`src/rtl/hss_defs.vh`:
```
// Constants of the hot-swap switch sequencer: register map, field positions,
// reset values and timing counts. Assumes a 200 MHz logic clock.
`ifndef HSS_DEFS_VH
`define HSS_DEFS_VH
// Register byte offsets
`define HSS_REG_CTRL 8'h00
`define HSS_REG_STATUS 8'h04
`define HSS_REG_EVENT 8'h08
// Control register
`define HSS_CTRL_RESET 1'b1
`define HSS_CTRL_EN_BIT 0
// Sticky event bits
`define HSS_EV_UV 0
`define HSS_EV_OV 1
`define HSS_EV_OC 2
`define HSS_EV_OT 3
`define HSS_EV_FAST 4
`define HSS_EV_W 5
// Positions of comparator inputs in the synchroniser bus
`define HSS_IN_SUPPLY 0
`define HSS_IN_RAIL 1
`define HSS_IN_LOW 2
`define HSS_IN_UVRST 3
`define HSS_IN_HIGH 4
`define HSS_IN_FB 5
`define HSS_IN_GATE 6
`define HSS_IN_ILIM 7
`define HSS_IN_TMRHI 8
`define HSS_IN_TMRLO 9
`define HSS_IN_STRAP 10
`define HSS_IN_OTEMP 11
`define HSS_IN_FLT 12
`define HSS_IN_PG 13
`define HSS_NIN 14
// Clock and times in their printed units
`define HSS_CLK_PERIOD_PS 5000
`define HSS_CYC_PER_US (1000000 / `HSS_CLK_PERIOD_PS)
`define HSS_T_POR_US 25
`define HSS_T_QUAL_MS 100
`define HSS_T_SUPPLY_US 5
`define HSS_T_RAIL_US 1
`define HSS_T_UVRST_US 1
`define HSS_T_CB_MS 2
`define HSS_T_COOL_MS 100
// Derived cycle counts
`define HSS_POR_CYC (`HSS_T_POR_US * `HSS_CYC_PER_US)
`define HSS_QUAL_CYC (`HSS_T_QUAL_MS * 1000 * `HSS_CYC_PER_US)
`define HSS_SUPPLY_CYC (`HSS_T_SUPPLY_US * `HSS_CYC_PER_US)
`define HSS_RAIL_CYC (`HSS_T_RAIL_US * `HSS_CYC_PER_US)
`define HSS_UVRST_CYC (`HSS_T_UVRST_US * `HSS_CYC_PER_US)
`define HSS_CB_CYC (`HSS_T_CB_MS * 1000 * `HSS_CYC_PER_US)
`define HSS_COOL_CYC (`HSS_T_COOL_MS * 1000 * `HSS_CYC_PER_US)
`endif

```
`src/rtl/hss_hot_swap_seq.v`:
```
// Control logic of a hot-swap power switch: turn-on sequencing, power-good,
// fault turn-off, circuit breaker, cooldown, latch-off and retry.
// Assumes all analog results arrive as digitised comparator levels from
// outside the clock domain, and a classic Wishbone master on mclk.
//
// Implementation choices: the placing of the registers and register access over Wishbone.
`timescale 1ns/1ps
`include "hss_defs.vh"

// Summary of operation
// Start sequencing only after main supply and internal rail are both valid.
// A power-on pulse clears the fault register and all internal latches.
// Turn on only after both input comparators stay good for the qualification time; exits from ST_HOLD and ST_COOL turn on without it.
// Release power-good only with feedback high and gate drive above trip level.
// Input falling below its low threshold turns the switch off normally.
// Overvoltage, circuit-breaker timeout or overtemperature also turn it off.
// Once off and feedback has fallen, power-good is pulled low; code pulls it low at switch-off without waiting for feedback.
// Fast shutdown on supply low over 5 us or rail low over 1 us.
// Overcurrent fault only after current limiting lasts past the breaker timeout.
// Run the breaker timer while limiting; trip on timer upper comparator.
// Timer strapped to rail selects a fixed internal 2 ms breaker delay.
// Any overcurrent turn-off asserts the active-low fault output.
// After overcurrent trip, start cooldown once timer reports discharged level.
// After cooldown, turn on again only if the fault latch is cleared.
// Input held below reset level at least 1 us, then high, clears latch.
// Strapped timer still waits the internal cooldown, then needs a cleared latch.
// Fault output wired to low input gives self-clear and periodic retry.
// Auto-retry works the same with the strapped internal delays.
// Without a retry the switch stays latched off after an overcurrent.
// Keep the switch off while the overtemperature indication is set.
// All delays are clock counters; qualification restarts when any condition drops. The unstrapped breaker delay uses the timer pin comparator instead.
module hss_hot_swap_seq #(
  parameter [31:0] POR_CYCLES = `HSS_POR_CYC,
  parameter [31:0] QUAL_CYCLES = `HSS_QUAL_CYC,
  parameter [31:0] CB_CYCLES = `HSS_CB_CYC,
  parameter [31:0] COOL_CYCLES = `HSS_COOL_CYC
) (
  input wire mclk,
  input wire rst_b,
  input wire ce,
  input wire wb_cyc_i,
  input wire wb_stb_i,
  input wire wb_we_i,
  input wire [7:0] wb_adr_i,
  input wire [3:0] wb_sel_i,
  input wire [31:0] wb_dat_i,
  output reg [31:0] wb_dat_o,
  output reg wb_ack_o,
  input wire supplyOk,
  input wire railOk,
  input wire inputTooLow,
  input wire uvResetLevel,
  input wire inputTooHigh,
  input wire outputFeedback,
  input wire gateDriveHigh,
  input wire currentLimit,
  input wire timerHigh,
  input wire timerLow,
  input wire timerStrapped,
  input wire overTemp,
  input wire powerOkOutIn,
  output wire powerOkOut,
  output reg powerOkOutOe_n,
  input wire faultOutIn_n,
  output wire faultOut_n,
  output reg faultOutOe_n,
  output reg switchOn,
  output reg fastShutdown
);

  ////////////////////////////////////////////////////////////////////////////
  // States and fixed counts
  localparam [2:0] ST_LOCK = 3'h0;
  localparam [2:0] ST_POR = 3'h1;
  localparam [2:0] ST_QUAL = 3'h2;
  localparam [2:0] ST_ON = 3'h3;
  localparam [2:0] ST_HOLD = 3'h4;
  localparam [2:0] ST_TRIP = 3'h5;
  localparam [2:0] ST_COOL = 3'h6;
  localparam [31:0] SUPPLY_LIM = `HSS_SUPPLY_CYC;
  localparam [31:0] RAIL_LIM = `HSS_RAIL_CYC;
  localparam [31:0] UVRST_LIM = `HSS_UVRST_CYC;

  // Register index decode, shared by read and write paths
  function [1:0] regIndex;
    input [7:0] adr;
    begin
      if ({adr[7:2], 2'b00} == `HSS_REG_CTRL) begin
        regIndex = 2'h1;
      end else if ({adr[7:2], 2'b00} == `HSS_REG_STATUS) begin
        regIndex = 2'h2;
      end else if ({adr[7:2], 2'b00} == `HSS_REG_EVENT) begin
        regIndex = 2'h3;
      end else begin
        regIndex = 2'h0;
      end
    end
  endfunction

  ////////////////////////////////////////////////////////////////////////////
  // Declarations
  wire [`HSS_NIN-1:0] rawIn;
  reg [`HSS_NIN-1:0] syncMeta;
  reg [`HSS_NIN-1:0] syncIn;
  reg [2:0] state;
  reg [2:0] next_state;
  reg [31:0] seqCount;
  reg [31:0] next_seqCount;
  reg [31:0] supplyLowCount;
  reg [31:0] railLowCount;
  reg [31:0] uvLowCount;
  reg faultLatch;
  reg ctrlEnable;
  reg [`HSS_EV_W-1:0] eventFlags;
  reg [`HSS_EV_W-1:0] evSet;
  reg ocTrip;
  wire supOk;
  wire rlOk;
  wire inLow;
  wire uvRst;
  wire inHigh;
  wire fbHigh;
  wire gateHigh;
  wire iLim;
  wire tmrHigh;
  wire tmrLow;
  wire strap;
  wire oTemp;
  wire fastTrip;
  wire uvArmed;
  wire uvClear;
  wire enableOk;
  wire busReq;
  wire busWrite;
  wire [1:0] busIdx;
  wire [`HSS_EV_W-1:0] evClear;
  reg [31:0] readMux;

  ////////////////////////////////////////////////////////////////////////////
  // Input synchronisers; every comparator is asynchronous to mclk
  assign rawIn = {powerOkOutIn, faultOutIn_n, overTemp, timerStrapped,
                  timerLow, timerHigh, currentLimit, gateDriveHigh,
                  outputFeedback, inputTooHigh, uvResetLevel, inputTooLow,
                  railOk, supplyOk};

  always @(posedge mclk) begin
    if (!rst_b) begin
      syncMeta <= {`HSS_NIN{1'b0}};
      syncIn <= {`HSS_NIN{1'b0}};
    end else if (ce) begin
      syncMeta <= rawIn;
      syncIn <= syncMeta;
    end
  end

  // Named views of the second stage only
  assign supOk = syncIn[`HSS_IN_SUPPLY];
  assign rlOk = syncIn[`HSS_IN_RAIL];
  assign inLow = syncIn[`HSS_IN_LOW];
  assign uvRst = syncIn[`HSS_IN_UVRST];
  assign inHigh = syncIn[`HSS_IN_HIGH];
  assign fbHigh = syncIn[`HSS_IN_FB];
  assign gateHigh = syncIn[`HSS_IN_GATE];
  assign iLim = syncIn[`HSS_IN_ILIM];
  assign tmrHigh = syncIn[`HSS_IN_TMRHI];
  assign tmrLow = syncIn[`HSS_IN_TMRLO];
  assign strap = syncIn[`HSS_IN_STRAP];
  assign oTemp = syncIn[`HSS_IN_OTEMP];

  ////////////////////////////////////////////////////////////////////////////
  // Glitch filters for supply collapse; short dips are ridden out
  always @(posedge mclk) begin
    if (!rst_b) begin
      supplyLowCount <= 32'h00000000;
      railLowCount <= 32'h00000000;
    end else if (ce) begin
      if (supOk) begin
        supplyLowCount <= 32'h00000000;
      end else if (supplyLowCount != SUPPLY_LIM) begin
        supplyLowCount <= supplyLowCount + 32'h00000001;
      end
      if (rlOk) begin
        railLowCount <= 32'h00000000;
      end else if (railLowCount != RAIL_LIM) begin
        railLowCount <= railLowCount + 32'h00000001;
      end
    end
  end

  // Level stays up while either supply is still low
  assign fastTrip = (supplyLowCount == SUPPLY_LIM) | (railLowCount == RAIL_LIM);

  ////////////////////////////////////////////////////////////////////////////
  // Latch clear detector: low for the minimum time, then back high
  always @(posedge mclk) begin
    if (!rst_b) begin
      uvLowCount <= 32'h00000000;
    end else if (ce) begin
      if (uvClear) begin
        uvLowCount <= 32'h00000000;
      end else if (uvRst) begin
        if (!uvArmed) begin
          uvLowCount <= uvLowCount + 32'h00000001;
        end
      end else if (!uvArmed) begin
        uvLowCount <= 32'h00000000; // Too short a dip is forgotten
      end
    end
  end

  assign uvArmed = (uvLowCount == UVRST_LIM);
  // The return must clear the low threshold, not merely the reset level
  assign uvClear = uvArmed & !uvRst & !inLow;

  // Turn-on conditions that qualification watches, apart from the fault latch
  assign enableOk = !inLow & !inHigh & !oTemp & ctrlEnable;

  ////////////////////////////////////////////////////////////////////////////
  // Sequencer next-state logic
  always @* begin
    next_state = state;
    next_seqCount = seqCount;
    ocTrip = 1'b0;
    evSet = {`HSS_EV_W{1'b0}};
    case (state)
      ST_LOCK: begin
        next_seqCount = 32'h00000000;
        if (supOk & rlOk) begin
          next_state = ST_POR;
        end
      end
      ST_POR: begin
        if (seqCount >= POR_CYCLES - 32'h00000001) begin
          next_state = ST_QUAL;
          next_seqCount = 32'h00000000;
        end else begin
          next_seqCount = seqCount + 32'h00000001;
        end
      end
      ST_QUAL: begin
        if (!enableOk | faultLatch) begin
          next_seqCount = 32'h00000000;
        end else if (seqCount >= QUAL_CYCLES - 32'h00000001) begin
          next_state = ST_ON;
          next_seqCount = 32'h00000000;
        end else begin
          next_seqCount = seqCount + 32'h00000001;
        end
      end
      ST_ON: begin
        if (inHigh | oTemp) begin
          next_state = ST_HOLD;
          next_seqCount = 32'h00000000;
          evSet[`HSS_EV_OV] = inHigh;
          evSet[`HSS_EV_OT] = oTemp;
        end else if (inLow | !ctrlEnable) begin
          next_state = ST_QUAL;
          next_seqCount = 32'h00000000;
          evSet[`HSS_EV_UV] = inLow;
        end else if (iLim) begin
          // Strapped timer counts internally, otherwise the pin comparator
          if (strap ? (seqCount >= CB_CYCLES - 32'h00000001) : tmrHigh) begin
            ocTrip = 1'b1;
            next_state = ST_TRIP;
            next_seqCount = 32'h00000000;
            evSet[`HSS_EV_OC] = 1'b1;
          end else begin
            next_seqCount = seqCount + 32'h00000001;
          end
        end else begin
          next_seqCount = 32'h00000000; // Limiting must be continuous
        end
      end
      ST_HOLD: begin
        next_seqCount = 32'h00000000;
        if (!inHigh & !oTemp) begin
          // Overvoltage recovery turns on at once, no requalification
          next_state = (!inLow & ctrlEnable) ? ST_ON : ST_QUAL;
        end
      end
      ST_TRIP: begin
        next_seqCount = 32'h00000000;
        if (strap | tmrLow) begin
          next_state = ST_COOL;
        end
      end
      ST_COOL: begin
        if (seqCount < COOL_CYCLES) begin
          next_seqCount = seqCount + 32'h00000001;
        end else if (!faultLatch) begin
          // Retry only once the latch is gone; else stay off
          next_state = enableOk ? ST_ON : ST_QUAL;
        end
      end
      default: begin
        next_state = ST_LOCK;
        next_seqCount = 32'h00000000;
      end
    endcase
    // Supply collapse overrides the next state and count and restarts from lockout; a breaker trip in the same cycle still latches
    if (fastTrip) begin
      next_state = ST_LOCK;
      next_seqCount = 32'h00000000;
      evSet[`HSS_EV_FAST] = !fastShutdown;
    end
  end

  ////////////////////////////////////////////////////////////////////////////
  // Sequencer state, fault latch and pin drivers
  always @(posedge mclk) begin
    if (!rst_b) begin
      state <= ST_LOCK;
      seqCount <= 32'h00000000;
      faultLatch <= 1'b0;
      switchOn <= 1'b0;
      fastShutdown <= 1'b0;
      powerOkOutOe_n <= 1'b0;
      faultOutOe_n <= 1'b1;
    end else if (ce) begin
      state <= next_state;
      seqCount <= next_seqCount;
      // A trip in the clearing cycle still latches
      if (ocTrip) begin
        faultLatch <= 1'b1;
      end else if (uvClear | (state == ST_POR)) begin
        faultLatch <= 1'b0;
      end
      switchOn <= (next_state == ST_ON);
      fastShutdown <= fastTrip;
      // Pull-down while not on or output not yet good
      powerOkOutOe_n <= (next_state == ST_ON) & fbHigh & gateHigh;
      // Wire lets go once the low time is met, else a looped-back wire never returns high
      faultOutOe_n <= !(ocTrip | (faultLatch & !uvArmed));
    end
  end

  // Open-drain pins only ever pull low
  assign powerOkOut = 1'b0;
  assign faultOut_n = 1'b0;

  ////////////////////////////////////////////////////////////////////////////
  // Wishbone slave: one wait state, ack for any address
  assign busReq = wb_cyc_i & wb_stb_i & !wb_ack_o;
  assign busWrite = wb_cyc_i & wb_stb_i & wb_we_i & wb_ack_o;
  assign busIdx = regIndex(wb_adr_i);
  assign evClear = (busWrite & wb_sel_i[0] & (busIdx == 2'h3)) ?
                   wb_dat_i[`HSS_EV_W-1:0] : {`HSS_EV_W{1'b0}};

  // Read view; unmapped words read as zero
  always @* begin
    readMux = 32'h00000000;
    case (busIdx)
      2'h1: readMux[`HSS_CTRL_EN_BIT] = ctrlEnable;
      2'h2: readMux = {9'h000, syncIn, 1'b0, strap, fastShutdown,
                       powerOkOutOe_n, faultLatch, switchOn, state};
      2'h3: readMux[`HSS_EV_W-1:0] = eventFlags;
      default: readMux = 32'h00000000;
    endcase
  end

  // Write lands on the acknowledging edge
  always @(posedge mclk) begin
    if (!rst_b) begin
      wb_ack_o <= 1'b0;
      wb_dat_o <= 32'h00000000;
      ctrlEnable <= `HSS_CTRL_RESET;
      eventFlags <= {`HSS_EV_W{1'b0}};
    end else if (ce) begin
      wb_ack_o <= busReq;
      if (busReq) begin
        wb_dat_o <= readMux;
      end
      if (busWrite & wb_sel_i[0] & (busIdx == 2'h1)) begin
        ctrlEnable <= wb_dat_i[`HSS_CTRL_EN_BIT];
      end
      // New events win over a clear in the same cycle
      if (state == ST_POR) begin
        eventFlags <= evSet;
      end else begin
        eventFlags <= (eventFlags & ~evClear) | evSet;
      end
    end
  end

endmodule // hss_hot_swap_seq

```
`config.mk`:
```
export PLATFORM = sky130hd
export DESIGN_NAME = hss_hot_swap_seq
export DESIGN_NICKNAME = d
export VERILOG_FILES = /design/src/rtl/hss_hot_swap_seq.v
export VERILOG_INCLUDE_DIRS = /design/src /design/src/rtl
export SDC_FILE = /design/constraint.sdc
export NUM_CORES = 1
export LEC_CHECK = 0
export ABC_AREA = 1
export ABC_CLOCK_PERIOD_IN_PS = 2400
export BUFFER_PORTS_ARGS = -buffer_cell sky130_fd_sc_hd__buf_2
export CAP_MARGIN = 15
export CORE_ASPECT_RATIO = 1.2
export CORE_UTILIZATION = 31
export CTS_BUF_LIST = sky130_fd_sc_hd__clkbuf_4 sky130_fd_sc_hd__clkbuf_8
export DETAILED_ROUTE_END_ITERATION = 16
export GPL_TIMING_DRIVEN = 1
export PLACE_DENSITY = 0.49
export SLEW_MARGIN = 25
export SYNTH_ARGS = -nofsm -noshare
export SYNTH_HDL_FRONTEND = slang
export SYNTH_SLANG_ARGS = --single-unit
```
`constraint.sdc`:
```
create_clock -name mclk -period 2.4 [get_ports mclk]
set_clock_uncertainty 0.1 [all_clocks]
set_input_delay 0.48 -clock mclk [delete_from_list [all_inputs] [get_ports mclk]]
set_output_delay 0.48 -clock mclk [all_outputs]
set_load 0.01 [all_outputs]
```
==> metrics.yaml <==
status: "finished clean"
swShare: 0.300
p_clk_frac: 0.367
portBuffers: 58
seq_area_frac_synth: 0.333
worstSkewPairLatency_ns: 0.52
synth_enable_flop_cells: 0
synthToLayoutAreaGrowth_pct: 13.1
dieWidth_um: 178
fin_nets: 1949
antenna_found_initial: 0
dr.first_iter.drc_count: 882
worst_pin_slew_ns: 0.656
yosysTopAreaCell: "dfxtp_1"
antennaDiodeCount: 0
vias: 11600
pwr-share-seq: 0.544
crit_fanout: 5
synthCells: 1814
dp_cells: 2330
async_reset_ff_frac: 0
hp-class: "in -> reg"
p_int_mw: 4.21
layout_commonest_cell: "nand2_1"
firstDrtPassIters: 6
numCtsBuffers: 17
fmaxAchievable_mhz: 455
dp_hpwl_um: 25700
final_max_slew_viol_count: 0
synth_seq_cells: 192
synth_fa_ha_area_frac: 0.00759
grtUsageTotal: 0.184
setup_viol: 0
grt_max_degree: 48
via_per_inst: 4.90
synth_top_area_frac: 0.333
wl_per_cell_um: 14.6
ys_warn_count: 0
rrSetupSlack_ns: 0.20
synth-main-ff-cell: "dfxtp_1"
wirelength_um: 34400
finalCritPeriodShare: 0.916
muxShareOfSynthArea: 0
clk_pin_slew_ns: 0.12
cts.htree.levels: 4
switching_power_mw: 1.80
drive_above_1_share: 0.120
power_mw: 6.01
ant_nets: 0
grt_pass1_wl_um: 55600
grt-ovfl-total: 0
place_area_um2: 12500
max_cap_violations: 0
die_area_um2: 38000
cts_tree: "done"
yosys.area_share.xor_xnor: 0.0516
coreArea_um2: 36800
stdcell_area_um2: 13100
initial_core_util: 0.314
p_comb_frac: 0.088
max-vdd-ir-drop_v: 0.000304
place.gp.congestion: 0.887
crit_required_ns: 2.71
synth_top_family_by_area: "simple AND/OR/NAND/NOR gates"
p_per_area_nw_per_um2: 460
layout_common_cells: "nand2_1, nor2_1, dfxtp_1, inv_1, a21oi_1"
crit_type: "reg -> reg"
dp_slack_ns: 0.0422
synth_simple_gate_area_frac: 0.402
ios: 103
worst_slack_ns: 0.203
leakage_nw: 4.86
clock_path_buffers: 2
syn-cell-area_um2: 11500
arrival_ns: 2.50
cp-end-kind: "flop"
first_global_vias: 10700
cts_sinks: 192
fin_setup_tns_ns: 0
ys_top_cells_by_area: "dfxtp_1, nand2_1, nor2_1"
period_needed_ns: 2.20
syn_avg_cell_area_um2: 6.36
root_buffer: "clkbuf_8"
synth_compound_area_frac: 0.104
hold_slack_ns: 0.0864
rows: 77
slew_headroom: 0.560
final_util: 0.355
drc_errors: 0
dieHeight_um: 213
hold_violations: 0
cp-start-kind: "flop"
stdcell_count: 2365
yosys.cell_types.count: 48
timing repair:
item / in CTS / in global routing
hold buffers: 0 / 0
gates resized for setup: 0 / 22
setup endpoints to repair: 0 / 51
setup buffers: 0 / 2
state kept, by name, indices dropped and copies added (netlist names):
signal,count
ctrlEnable,1
eventFlags,5
fastShutdown,1
faultLatch,1
faultOutOe_n,1
powerOkOutOe_n,1
railLowCount,32
seqCount,32
state,3
supplyLowCount,32
switchOn,1
syncIn,14
syncMeta,14
uvLowCount,32
wb_ack_o,1
wb_dat_o,21
per-layer routing:
layer | wire (µm) | share of wire | GRT usage | vias up
li1 | - | - | - | 5998
met1 | 16100 | 0.47 | 0.240 | 5368
met2 | 16800 | 0.49 | 0.317 | 190
met3 | 963 | 0.028 | 0.0218 | 28
met4 | 557 | 0.016 | 0.0526 | 0
met5 | 0 | 0 | 0 | -
final cells by class:
class,count,area (µm²)
Timing Repair Buffer,120,848
Clock buffer,18,248
Multi-Input combinational cell,1355,6630
Clock inverter,14,161
Inverter,192,726
Tap cell,474,593
Sequential cell,192,3850
Fill cell,4102,23700
logic make-up after synthesis:
family                     Yosys count
xor gates and xnor gates            68
other                                1
adders and majority gates            7
AOI/OAI and AO/OA                  227
and+or+nand+nor                   1041
DFF                                192
buffers and inverters              278
path summary, 6_finish.rpt:
check,startpoint,end,cells past startpoint
setup reg to reg,supplyLowCount[1]$_SDFFE_PN0P_,supplyLowCount[6]$_SDFFE_PN0P_,13
hold / removal,currentLimit,syncMeta[7]$_SDFFE_PN0P_,3
setup / recovery,supplyLowCount[1]$_SDFFE_PN0P_,supplyLowCount[6]$_SDFFE_PN0P_,13
hold reg to reg,railLowCount[2]$_SDFFE_PN0P_,railLowCount[2]$_SDFFE_PN0P_,1
synth_stat cells (2+ instances only):
cell	n
nand4_1	56
nor2_4	3
nor3b_1	7
or2_2	4
nand3b_1	5
o21ai_0	56
ha_1	7
nor4_1	25
o21a_1	2
nand3_1	109
o211ai_1	2
buf_4	14
dfxtp_1	192
nor3_2	5
o21ai_1	3
a21oi_1	145
buf_2	25
xnor2_1	5
xor2_1	63
o22ai_1	2
inv_2	6
nor2_1	241
nor3_1	107
a211oi_1	3
o21bai_1	2
nor2_2	20
nor3_4	3
nand2_2	10
inv_1	185
nand2_1	440
buf_6	4
a31oi_1	7
buf_1	3
clkbuf_1	39
critical path, cell delays in order (launching register included):
cell and delay (ns):
dfxtp_2 0.35, inv_1 0.09, ha_1 0.25, nand4_1 0.13
nor2_1 0.18, nand2_2 0.13, nand2_1 0.10, nand2_2 0.08
buf_4 0.17, nand2_1 0.12, nor2_2 0.07, buf_4 0.13
o21ai_0 0.13, a21oi_1 0.05
power groups by stage:
stage               sequential, mW  combinational [mW]  clock [mW]
global route                  3.28               0.591        2.41
CTS                           3.27               0.523        2.32
finish                        3.27               0.530        2.21
floorplan                     3.33               0.346           0
detailed placement            3.34               0.522           0
global placement              3.34               0.519           0
Note: power is estimated with default switching activity, not from simulation.
